<file path="src/core/bcb_pkg.sv">
// Package for the channel B break compare block: register map, fields and encodings
package bcb_pkg;
    // Register byte offsets on the APB
    localparam logic [7:0] OFS_ADDR = 8'h00;
    localparam logic [7:0] OFS_AMASK = 8'h04;
    localparam logic [7:0] OFS_DATA = 8'h08;
    localparam logic [7:0] OFS_DMASK = 8'h0C;
    localparam logic [7:0] OFS_QUAL = 8'h10;
    localparam logic [7:0] OFS_CTRL = 8'h14;
    localparam logic [7:0] OFS_STAT = 8'h18;
    // Reset values
    localparam logic [31:0] RST_WORD = 32'h0000_0000;
    localparam logic [7:0] RST_QUAL = 8'h00;
    // Qualifier field positions (low bit of each two-bit field)
    localparam int POS_BUS = 6;
    localparam int POS_TYPE = 4;
    localparam int POS_DIR = 2;
    localparam int POS_SIZE = 0;
    // Stored width of the qualifier, upper byte reads zero
    localparam int QUAL_W = 8;
    // Control and status bit positions
    localparam int POS_DCMP = 0;
    localparam int POS_ST_L = 0;
    localparam int POS_ST_I = 1;
    // Field encodings
    localparam logic [1:0] SEL_OFF = 2'h0;
    localparam logic [1:0] BUS_L = 2'h1;
    localparam logic [1:0] BUS_I = 2'h2;
    localparam logic [1:0] BUS_L2 = 2'h3;
    localparam logic [1:0] SEL_A = 2'h1;
    localparam logic [1:0] SEL_B = 2'h2;
    localparam logic [1:0] SEL_BOTH = 2'h3;
    localparam logic [1:0] SZ_BYTE = 2'h1;
    localparam logic [1:0] SZ_WORD = 2'h2;
    localparam logic [1:0] SZ_LONG = 2'h3;
    // Lanes compared for byte and word data, then for long data or a zero size field
    localparam logic [31:0] LANE_LOW16 = 32'h0000_FFFF;
    localparam logic [31:0] LANE_ALL = 32'hFFFF_FFFF;

    // Complete state of the block
    typedef struct packed {
        logic [31:0] addr;
        logic [31:0] amask;
        logic [31:0] data;
        logic [31:0] dmask;
        logic [QUAL_W-1:0] qual;
        logic dcmp;
        logic pready;
        logic pslverr;
        logic [31:0] prdata;
        logic match_l;
        logic match_i;
        logic match;
    } bcb_state_t;
endpackage : bcb_pkg

</file>
<file path="src/core/bcb_compare.sv">
// Channel B break condition registers and bus cycle comparator with APB slave
// Functional notes
// (RL1) Hold break address, compare against address bus
// (RL2) Address mask bit 1 excludes that bit
// (RL3) Hold break data, compare when enabled
// (RL4) Data mask bit 1 excludes that bit
// (RL5) Software sets nonzero size for data compare
// (RL6) Byte size: software duplicates data byte
// (RL7) Byte size: software duplicates mask byte
// (RL8) Bus field: 00 off, 01/11 L, 10 I
// (RL9) Type field: 00 off, fetch, data, either
// (RL10) Direction field: 00 off, read, write, either
// (RL11) Size field: 00 ignored, byte, word, long
// (RL12) Qualifier bits 15..8 read zero
// (RL13) Four 32-bit registers, RW, reset zero
// (RL14) Qualifier 16 bits, fields reset zero
// (RL15) Match only when all enabled conditions hold
`timescale 1ns/1ps
module bcb_compare (
    input wire logic I_CLOCK,
    input wire logic I_ARST_N,
    input wire logic I_PSEL,
    input wire logic I_PENABLE,
    input wire logic I_PWRITE,
    input wire logic [7:0] I_PADDR,
    input wire logic [31:0] I_PWDATA,
    output logic [31:0] O_PRDATA,
    output logic O_PREADY,
    output logic O_PSLVERR,
    input wire logic I_L_CYCLE_VALID,
    input wire logic [31:0] I_L_SIDE_ADDRESS_BUS,
    input wire logic [31:0] I_L_SIDE_DATA_BUS,
    input wire logic I_L_FETCH,
    input wire logic I_L_WRITE,
    input wire logic [1:0] I_L_SIZE,
    input wire logic I_I_CYCLE_VALID,
    input wire logic [31:0] I_I_SIDE_ADDRESS_BUS,
    input wire logic [31:0] I_I_SIDE_DATA_BUS,
    input wire logic I_I_FETCH,
    input wire logic I_I_WRITE,
    input wire logic [1:0] I_I_SIZE,
    output logic O_MATCH_L_B,
    output logic O_MATCH_I_B,
    output logic O_MATCH_B
);
    // Registered state and its next value
    bcb_pkg::bcb_state_t state_q;
    bcb_pkg::bcb_state_t state_d;
    // Completion edge of an APB access
    logic apb_done;
    // First access cycle, where the answer is prepared
    logic apb_first;

    // Compare one bus cycle against every enabled condition
    function automatic logic bcb_hit(
        input logic vld,
        input logic ibus,
        input logic [31:0] a,
        input logic [31:0] d,
        input logic fetch,
        input logic wr,
        input logic [1:0] sz,
        input bcb_pkg::bcb_state_t s
    );
        logic [1:0] f_bus;
        logic [1:0] f_typ;
        logic [1:0] f_dir;
        logic [1:0] f_sz;
        logic [31:0] lane;
        logic bus_ok;
        logic typ_ok;
        logic dir_ok;
        logic sz_ok;
        logic a_ok;
        logic d_ok;
        f_bus = s.qual[bcb_pkg::POS_BUS +: 2];
        f_typ = s.qual[bcb_pkg::POS_TYPE +: 2];
        f_dir = s.qual[bcb_pkg::POS_DIR +: 2];
        f_sz = s.qual[bcb_pkg::POS_SIZE +: 2];
        // Bus select, 00 keeps the channel from matching on either bus
        if (ibus) begin
            bus_ok = (f_bus == bcb_pkg::BUS_I); // RL8
        end else begin
            bus_ok = (f_bus == bcb_pkg::BUS_L) || (f_bus == bcb_pkg::BUS_L2); // RL8
        end
        // Fetch or data access
        typ_ok = fetch ? f_typ[0] : f_typ[1]; // RL9
        // Read or write
        dir_ok = wr ? f_dir[1] : f_dir[0]; // RL10
        // Size is a don't-care when the field is zero
        sz_ok = (f_sz == bcb_pkg::SEL_OFF) || (f_sz == sz); // RL11
        // Masked address compare
        a_ok = ((a ^ s.addr) & ~s.amask) == 32'h0000_0000; // RL1 RL2
        // Byte and word data sit on the low lanes
        if ((f_sz == bcb_pkg::SZ_BYTE) || (f_sz == bcb_pkg::SZ_WORD)) begin
            lane = bcb_pkg::LANE_LOW16;
        end else begin
            lane = bcb_pkg::LANE_ALL;
        end
        // Masked data compare, only when enabled
        d_ok = !s.dcmp || (((d ^ s.data) & ~s.dmask & lane) == 32'h0000_0000); // RL3 RL4
        return vld && bus_ok && typ_ok && dir_ok && sz_ok && a_ok && d_ok; // RL15
    endfunction : bcb_hit

    // Access phase decode
    assign apb_first = I_PSEL && I_PENABLE && !state_q.pready;
    assign apb_done = I_PSEL && I_PENABLE && state_q.pready;

    // Next state: register file, APB answer and match
    always_comb begin
        state_d = state_q;
        state_d.pready = 1'b0;
        state_d.pslverr = 1'b0;
        state_d.prdata = 32'h0000_0000;
        // Prepare the answer one cycle into the access phase
        if (apb_first) begin
            state_d.pready = 1'b1;
            unique case (I_PADDR)
                bcb_pkg::OFS_ADDR: begin
                    state_d.prdata = state_q.addr;
                end
                bcb_pkg::OFS_AMASK: begin
                    state_d.prdata = state_q.amask;
                end
                bcb_pkg::OFS_DATA: begin
                    state_d.prdata = state_q.data;
                end
                bcb_pkg::OFS_DMASK: begin
                    state_d.prdata = state_q.dmask;
                end
                bcb_pkg::OFS_QUAL: begin
                    // Upper bits read zero
                    state_d.prdata = {24'h000000, state_q.qual}; // RL12
                end
                bcb_pkg::OFS_CTRL: begin
                    state_d.prdata[bcb_pkg::POS_DCMP] = state_q.dcmp;
                end
                bcb_pkg::OFS_STAT: begin
                    // Read only: last cycle's match per bus
                    state_d.prdata[bcb_pkg::POS_ST_L] = state_q.match_l;
                    state_d.prdata[bcb_pkg::POS_ST_I] = state_q.match_i;
                end
                default: begin
                    // Unmapped address answers with an error
                    state_d.pslverr = 1'b1;
                end
            endcase
        end
        // Writes take effect on the edge that completes the access
        if (apb_done && I_PWRITE) begin
            unique case (I_PADDR)
                bcb_pkg::OFS_ADDR: begin
                    state_d.addr = I_PWDATA; // RL13
                end
                bcb_pkg::OFS_AMASK: begin
                    state_d.amask = I_PWDATA; // RL13
                end
                bcb_pkg::OFS_DATA: begin
                    state_d.data = I_PWDATA; // RL13
                end
                bcb_pkg::OFS_DMASK: begin
                    state_d.dmask = I_PWDATA; // RL13
                end
                bcb_pkg::OFS_QUAL: begin
                    // Upper byte is not stored
                    state_d.qual = I_PWDATA[bcb_pkg::QUAL_W-1:0]; // RL12 RL14
                end
                bcb_pkg::OFS_CTRL: begin
                    state_d.dcmp = I_PWDATA[bcb_pkg::POS_DCMP];
                end
                default: begin
                    // Status and unmapped addresses ignore writes
                    state_d.dcmp = state_q.dcmp;
                end
            endcase
        end
        // Per-bus match, registered one cycle after the bus cycle
        state_d.match_l = bcb_hit(I_L_CYCLE_VALID, 1'b0, I_L_SIDE_ADDRESS_BUS,
            I_L_SIDE_DATA_BUS, I_L_FETCH, I_L_WRITE, I_L_SIZE, state_q);
        state_d.match_i = bcb_hit(I_I_CYCLE_VALID, 1'b1, I_I_SIDE_ADDRESS_BUS,
            I_I_SIDE_DATA_BUS, I_I_FETCH, I_I_WRITE, I_I_SIZE, state_q);
        state_d.match = state_d.match_l || state_d.match_i; // RL15
    end

    // State register, all fields cleared at reset
    always_ff @(posedge I_CLOCK or negedge I_ARST_N) begin
        if (!I_ARST_N) begin
            state_q.addr <= bcb_pkg::RST_WORD; // RL13
            state_q.amask <= bcb_pkg::RST_WORD;
            state_q.data <= bcb_pkg::RST_WORD;
            state_q.dmask <= bcb_pkg::RST_WORD;
            state_q.qual <= bcb_pkg::RST_QUAL; // RL14
            state_q.dcmp <= 1'b0;
            state_q.pready <= 1'b0;
            state_q.pslverr <= 1'b0;
            state_q.prdata <= bcb_pkg::RST_WORD;
            state_q.match_l <= 1'b0;
            state_q.match_i <= 1'b0;
            state_q.match <= 1'b0;
        end else begin
            state_q <= state_d;
        end
    end

    // Outputs straight from the state register
    assign O_PRDATA = state_q.prdata;
    assign O_PREADY = state_q.pready;
    assign O_PSLVERR = state_q.pslverr;
    assign O_MATCH_L_B = state_q.match_l;
    assign O_MATCH_I_B = state_q.match_i;
    assign O_MATCH_B = state_q.match;

    // Qualifier readback never shows the upper byte
    AST_QUAL_UPPER_ZERO: assert property ( // RL12
        @(posedge I_CLOCK) disable iff (!I_ARST_N)
        (apb_first && I_PADDR == bcb_pkg::OFS_QUAL) |=> (O_PRDATA[31:8] == 24'h000000)
    ) else $error("qualifier upper byte read nonzero");

    // An L match implies the masked address agreed
    AST_ADDR_MASKED: assert property ( // RL1
        @(posedge I_CLOCK) disable iff (!I_ARST_N)
        O_MATCH_L_B |-> ((($past(I_L_SIDE_ADDRESS_BUS) ^ $past(state_q.addr))
            & ~$past(state_q.amask)) == 32'h0000_0000)
    ) else $error("L match with differing unmasked address bits");

    // Fully masked address plus both-way fields gives an I match
    AST_MASK_ALL: assert property ( // RL2
        @(posedge I_CLOCK) disable iff (!I_ARST_N)
        (I_I_CYCLE_VALID && state_q.amask == 32'hFFFF_FFFF && !state_q.dcmp
            && state_q.qual == 8'hBC) |=> O_MATCH_I_B
    ) else $error("fully masked I cycle failed to match");

    // Data mismatch on unmasked bits blocks a long match
    AST_DATA_MASKED: assert property ( // RL3
        @(posedge I_CLOCK) disable iff (!I_ARST_N)
        (state_q.dcmp && state_q.qual[bcb_pkg::POS_SIZE +: 2] == bcb_pkg::SZ_LONG
            && (((I_L_SIDE_DATA_BUS ^ state_q.data) & ~state_q.dmask) != 32'h0000_0000))
        |=> !O_MATCH_L_B
    ) else $error("L match despite unmasked data difference");

    // An I match with data compare on implies the unmasked low lanes agreed
    AST_DATA_LANES: assert property ( // RL4
        @(posedge I_CLOCK) disable iff (!I_ARST_N)
        O_MATCH_I_B && $past(state_q.dcmp) |-> ((($past(I_I_SIDE_DATA_BUS)
            ^ $past(state_q.data)) & ~$past(state_q.dmask)
            & bcb_pkg::LANE_LOW16) == 32'h0000_0000)
    ) else $error("I match with low data lanes differing");

    // Bus field routes matches to one bus only
    AST_BUS_SELECT: assert property ( // RL8
        @(posedge I_CLOCK) disable iff (!I_ARST_N)
        (state_q.qual[bcb_pkg::POS_BUS +: 2] == bcb_pkg::BUS_I) |=> !O_MATCH_L_B
    ) else $error("L match while I bus selected");

    // Type field zero keeps the channel silent
    AST_TYPE_OFF: assert property ( // RL9
        @(posedge I_CLOCK) disable iff (!I_ARST_N)
        (state_q.qual[bcb_pkg::POS_TYPE +: 2] == bcb_pkg::SEL_OFF) [*2] |-> !O_MATCH_B
    ) else $error("match with cycle type comparison off");

    // Read-only direction never matches a write
    AST_DIR_READ: assert property ( // RL10
        @(posedge I_CLOCK) disable iff (!I_ARST_N)
        O_MATCH_L_B && $past(state_q.qual[bcb_pkg::POS_DIR +: 2]) == bcb_pkg::SEL_A
        |-> !$past(I_L_WRITE)
    ) else $error("write cycle matched a read-only condition");

    // Nonzero size field must equal the cycle size
    AST_SIZE_EQ: assert property ( // RL11
        @(posedge I_CLOCK) disable iff (!I_ARST_N)
        O_MATCH_I_B && $past(state_q.qual[bcb_pkg::POS_SIZE +: 2]) != bcb_pkg::SEL_OFF
        |-> $past(I_I_SIZE) == $past(state_q.qual[bcb_pkg::POS_SIZE +: 2])
    ) else $error("I match with wrong operand size");

    // A written word reads back on the next read
    AST_WRITE_READBACK: assert property ( // RL13
        @(posedge I_CLOCK) disable iff (!I_ARST_N)
        (apb_done && I_PWRITE && I_PADDR == bcb_pkg::OFS_DATA)
        ##3 (apb_first && !I_PWRITE && I_PADDR == bcb_pkg::OFS_DATA)
        |=> O_PRDATA == $past(I_PWDATA, 4)
    ) else $error("break data readback differs");

    // Combined match is the OR of the two buses
    AST_MATCH_OR: assert property ( // RL15
        @(posedge I_CLOCK) disable iff (!I_ARST_N)
        O_MATCH_B == (O_MATCH_L_B || O_MATCH_I_B)
    ) else $error("combined match disagrees with bus matches");

    // Bus field zero keeps both buses silent
    AST_BUS_OFF: assert property ( // RL8
        @(posedge I_CLOCK) disable iff (!I_ARST_N)
        (state_q.qual[bcb_pkg::POS_BUS +: 2] == bcb_pkg::SEL_OFF) |=> !O_MATCH_B
    ) else $error("match with bus comparison off");

    // Direction field zero keeps both buses silent
    AST_DIR_OFF: assert property ( // RL10
        @(posedge I_CLOCK) disable iff (!I_ARST_N)
        (state_q.qual[bcb_pkg::POS_DIR +: 2] == bcb_pkg::SEL_OFF) |=> !O_MATCH_B
    ) else $error("match with direction comparison off");

    // Equal address with open L fields and no data compare must match
    AST_L_HIT: assert property ( // RL15
        @(posedge I_CLOCK) disable iff (!I_ARST_N)
        (I_L_CYCLE_VALID && !state_q.dcmp && state_q.qual == 8'h7C
            && I_L_SIDE_ADDRESS_BUS == state_q.addr) |=> O_MATCH_L_B
    ) else $error("L cycle with all conditions met did not match");
endmodule : bcb_compare

</file>
<file path="config.mk">
export PLATFORM = sky130hd
export DESIGN_NAME = bcb_compare
export DESIGN_NICKNAME = d
export VERILOG_FILES = /design/src/core/bcb_pkg.sv /design/src/core/bcb_compare.sv
export SDC_FILE = /design/constraint.sdc
export NUM_CORES = 1
export LEC_CHECK = 0
export BUFFER_PORTS_ARGS = -buffer_cell sky130_fd_sc_hd__buf_2
export CAP_MARGIN = 30
export CORE_MARGIN = 5
export CORE_UTILIZATION = 30
export CTS_BUF_LIST = sky130_fd_sc_hd__clkbuf_4 sky130_fd_sc_hd__clkbuf_8 sky130_fd_sc_hd__clkbuf_16
export CTS_CLUSTER_DIAMETER = 100
export DETAILED_ROUTE_END_ITERATION = 10
export PLACE_DENSITY = 0.59
export SYNTH_ARGS = -nofsm -noshare
export SYNTH_HDL_FRONTEND = slang
export SYNTH_SLANG_ARGS = --single-unit
</file>
<file path="constraint.sdc">
create_clock -name I_CLOCK -period 3.2 [get_ports I_CLOCK]
set_input_delay 0.8 -clock I_CLOCK [delete_from_list [all_inputs] [get_ports I_CLOCK]]
set_output_delay 0.8 -clock I_CLOCK [all_outputs]
set_load 0.1 [all_outputs]
</file>
==> reports/metrics.cfg <==
[floorplanning]
core.rowCount = 64
die-height_um = 185
core_sq_mm = 0.0305
dieArea_sq_mm = 0.0344
die_x_um = 185
start_util = 0.303
io_pins = 220

[clocking]
clockRootBuffer = clkbuf_16
cts.sinks = 174
cts-hold-fix-buffers = 0
postCtsSetupBuffers = 0
clkTransAtPathRegs_ns = 0.07
htreeDepth = 4
cts_tree = built
cts_resized = 0
numCtsBuffers = 17
clkLatencyLatePin_ns = 0.43
cts.path.max_buffers = 2

[global_route]
antenna_found_initial = 3
grt_usage = 0.182
overflow = 0
grt_pass1_wl_mm = 45.9
grt_max_degree = 71
grt_pass1_vias = 7114

[sta]
rsz0062_at_grt = no
setup_viol_count_final = 0
fin_skew_ns = 0.00885
hold-worst-slack_ns = 0.398
relSlewSlack = 0.532
period_needed_ns = 2.46
fin_crit_sh = 0.767
final-hold-violation-count = 0
fin_tns_setup_ns = 0
worst_slew_pin_slew_ns = 0.703
fin_ws_ns = 0.744
fmax_mhz = 407
finalMaxSlewViolations = 0

[yosys]
syn_inst = 761
syn_nets = 945
yosysSeqAreaShare = 0.472
yosys_warnings = 0
async_reset_ff_frac = 1.00
ys_types = 42
syn_area_per_cell_sq_um = 12.1
synthFlopType = dfrtp_1
synth_edf_count = 0
syn_area_sq_mm = 0.00923
ys_ff_latch = 174

[placement]
dp_hpwl_mm = 24.7
placed_cells = 1326
io_buffer_count = 219
dp_slack_ns = 0.314
place_congestion = 0.867

[route]
drtPass1Iterations = 5
drtIter0Drc = 502
post_drt_wl_per_cell_um = 23.4
via_count = 6884
drc = 0
viasPerCell = 5.06
drt-total-wl_mm = 31.9
final_antenna_net_count = 0

[critical_path]
r2r_setup_slack_ns = 1.15
path_cells = buf_2 -> or3_4 -> nor3_4 -> and3_1 -> nand2_1 -> mux2_2
endpoint_kind = flip-flop
cp_max_fo = 10
cp_data_required_time_ns = 3.51
cpLargestDelayFamily = simple AND/OR/NAND/NOR gates
critPathKind = input pin to flip-flop
cpPeakStageDelay_ns = 0.49
path_buf_inv = 1
critPathSlowestCell = and3_1
startpoint_type = input pin
cp.arrival_ns = 2.77

[cells_and_area]
fillCellCount = 3003
area_growth_syn_to_layout_pct = 20.8
drive_above_1_share = 0.401
stdcell_count = 1360
nets = 1133

[outcome]
status = completed

[power]
totalPowerFinal_mw = 4.65
power_density_mw_per_mm2 = 417
p_leak_nw = 5.13
vdd_drop_max_uv = 325

[hold_path]
worstHoldPathType = input pin to asynchronous set/reset pin

[flow_run]
cap_violations = 0

==> kinds of logic (layout without fill, tap and decap cells) <==
group | Yosys count | after routing | share of synthesized area
xor+xnor | 132 | 132 | 0.125
other cells | 0 | 2 | 0
flops | 174 | 174 | 0.472
buf+inv | 68 | 269 | 0.0495
mux | 150 | 150 | 0.197
compound gates | 139 | 139 | 0.101
fa+ha+maj | 1 | 1 | 0.00136
simple gates | 97 | 97 | 0.0542
==> registers in the layout (all words and copies together) (netlist names) <==
| name | cells |
|---|---|
| O_PSLVERR | 1 |
| O_MATCH_I_B | 1 |
| O_MATCH_L_B | 1 |
| O_PREADY | 1 |
| O_PRDATA | 32 |
| state_q | 137 |
| O_MATCH_B | 1 |
==> cell usage after synthesis (2+ instances only) <==
master / n / area [sq um]
dfrtp_1: 174 / 4350
xnor2_1: 132 / 1160
mux2_2: 78 / 878
o22ai_1: 61 / 382
buf_4: 40 / 300
a21oi_1: 38 / 190
nand2_1: 37 / 139
mux2_1: 32 / 360
mux2_4: 30 / 450
a222oi_1: 24 / 240
nor2_1: 20 / 75.1
clkbuf_1: 14 / 52.6
nor4_1: 10 / 62.6
mux2i_1: 8 / 80.1
buf_6: 6 / 67.6
buf_2: 5 / 25.0
nand4_1: 5 / 31.3
a221oi_1: 4 / 35.0
and3_1: 4 / 25.0
inv_1: 3 / 11.3
nand2_2: 3 / 18.8
nand3_1: 3 / 15.0
nor3_1: 3 / 15.0
o21ai_0: 3 / 15.0
a22oi_1: 2 / 15.0
and4_1: 2 / 17.5
mux4_2: 2 / 45.0
o21a_1: 2 / 15.0
o221ai_1: 2 / 17.5
o22a_1: 2 / 17.5
==> layer usage <==
layer  GRT usage  up-vias  part of all wire
li1            -     3145                 -
met3      0.0306       43             0.056
met2       0.286      255              0.46
met4      0.0722        2             0.032
met5           0        -           0.00038
met1       0.252     3439              0.45
==> where the power goes <==
part           switching (mW)  total, mW  internal, mW
Sequential             0.0106       2.22          2.20
Clock                   0.988       2.03          1.05
Combinational           0.220      0.400         0.180
Total                    1.22       4.65          3.43
==> per-stage QoR <==
step / utilization / cell area (sq um)
2_1_floorplan: - / 9230
3_5_place_dp: 0.347 / 10600
4_1_cts: 0.365 / 11100
3_3_place_gp: 0.346 / 10600
6_report: 0.365 / 11200
5_1_grt: 0.365 / 11200
==> worst reg2reg max path: stages, from the launching register on <==
cell and delay (ns):
dfrtp_1 0.43, xnor2_1 0.18, o22ai_1 0.19, nor4_1 0.54, a21oi_1 0.22, o21a_1 0.23
o22ai_1 0.17
==> cell usage in the layout (no fill, tap or decap), types with 4 or more instances in the layout <==
| master | n |
|---|---|
| a21oi_1 | 38 |
| nand4_1 | 5 |
| inv_6 | 5 |
| nor2_1 | 20 |
| clkinvlp_4 | 4 |
| mux2_2 | 78 |
| nor4_1 | 10 |
| xnor2_1 | 132 |
| nand2_1 | 37 |
| mux2i_1 | 8 |
| dfrtp_1 | 174 |
| mux2_1 | 32 |
| o22ai_1 | 61 |
| clkbuf_16 | 17 |
| and3_1 | 4 |
| buf_2 | 218 |
| buf_12 | 4 |
| mux2_4 | 30 |
| buf_4 | 10 |
| a221oi_1 | 4 |
| a222oi_1 | 24 |
==> final cells by class <==
| type | count | area [sq um] | area share |
|---|---|---|---|
| flip-flops and latches | 174 | 4350 | 0.390 |
| multi-input cells | 519 | 4440 | 0.398 |
| well taps | 396 | 495 | 0.0444 |
| inverters | 3 | 11.3 | 0.00101 |
| clock buffers | 18 | 439 | 0.0394 |
| repair buffers | 234 | 1280 | 0.115 |
| diodes | 2 | 5.00 | 0.000449 |
| clock inverters | 14 | 125 | 0.0112 |
==> path summary, 6_finish.rpt <==
| check | endpoint | start | cells past startpoint |
|---|---|---|---|
| worst max-delay path | state_q[39] | I_PADDR[1] | 6 |
| worst min-delay path | state_q[93] | I_ARST_N | 1 |
| worst max register to register | O_MATCH_B | state_q[105] | 6 |
| worst min register to register | state_q[73] | state_q[73] | 1 |
| max in group asynchronous | state_q[131] | I_ARST_N | 2 |
| min in group I_CLOCK | state_q[73] | state_q[73] | 1 |
(Power assumes the default switching activity.)
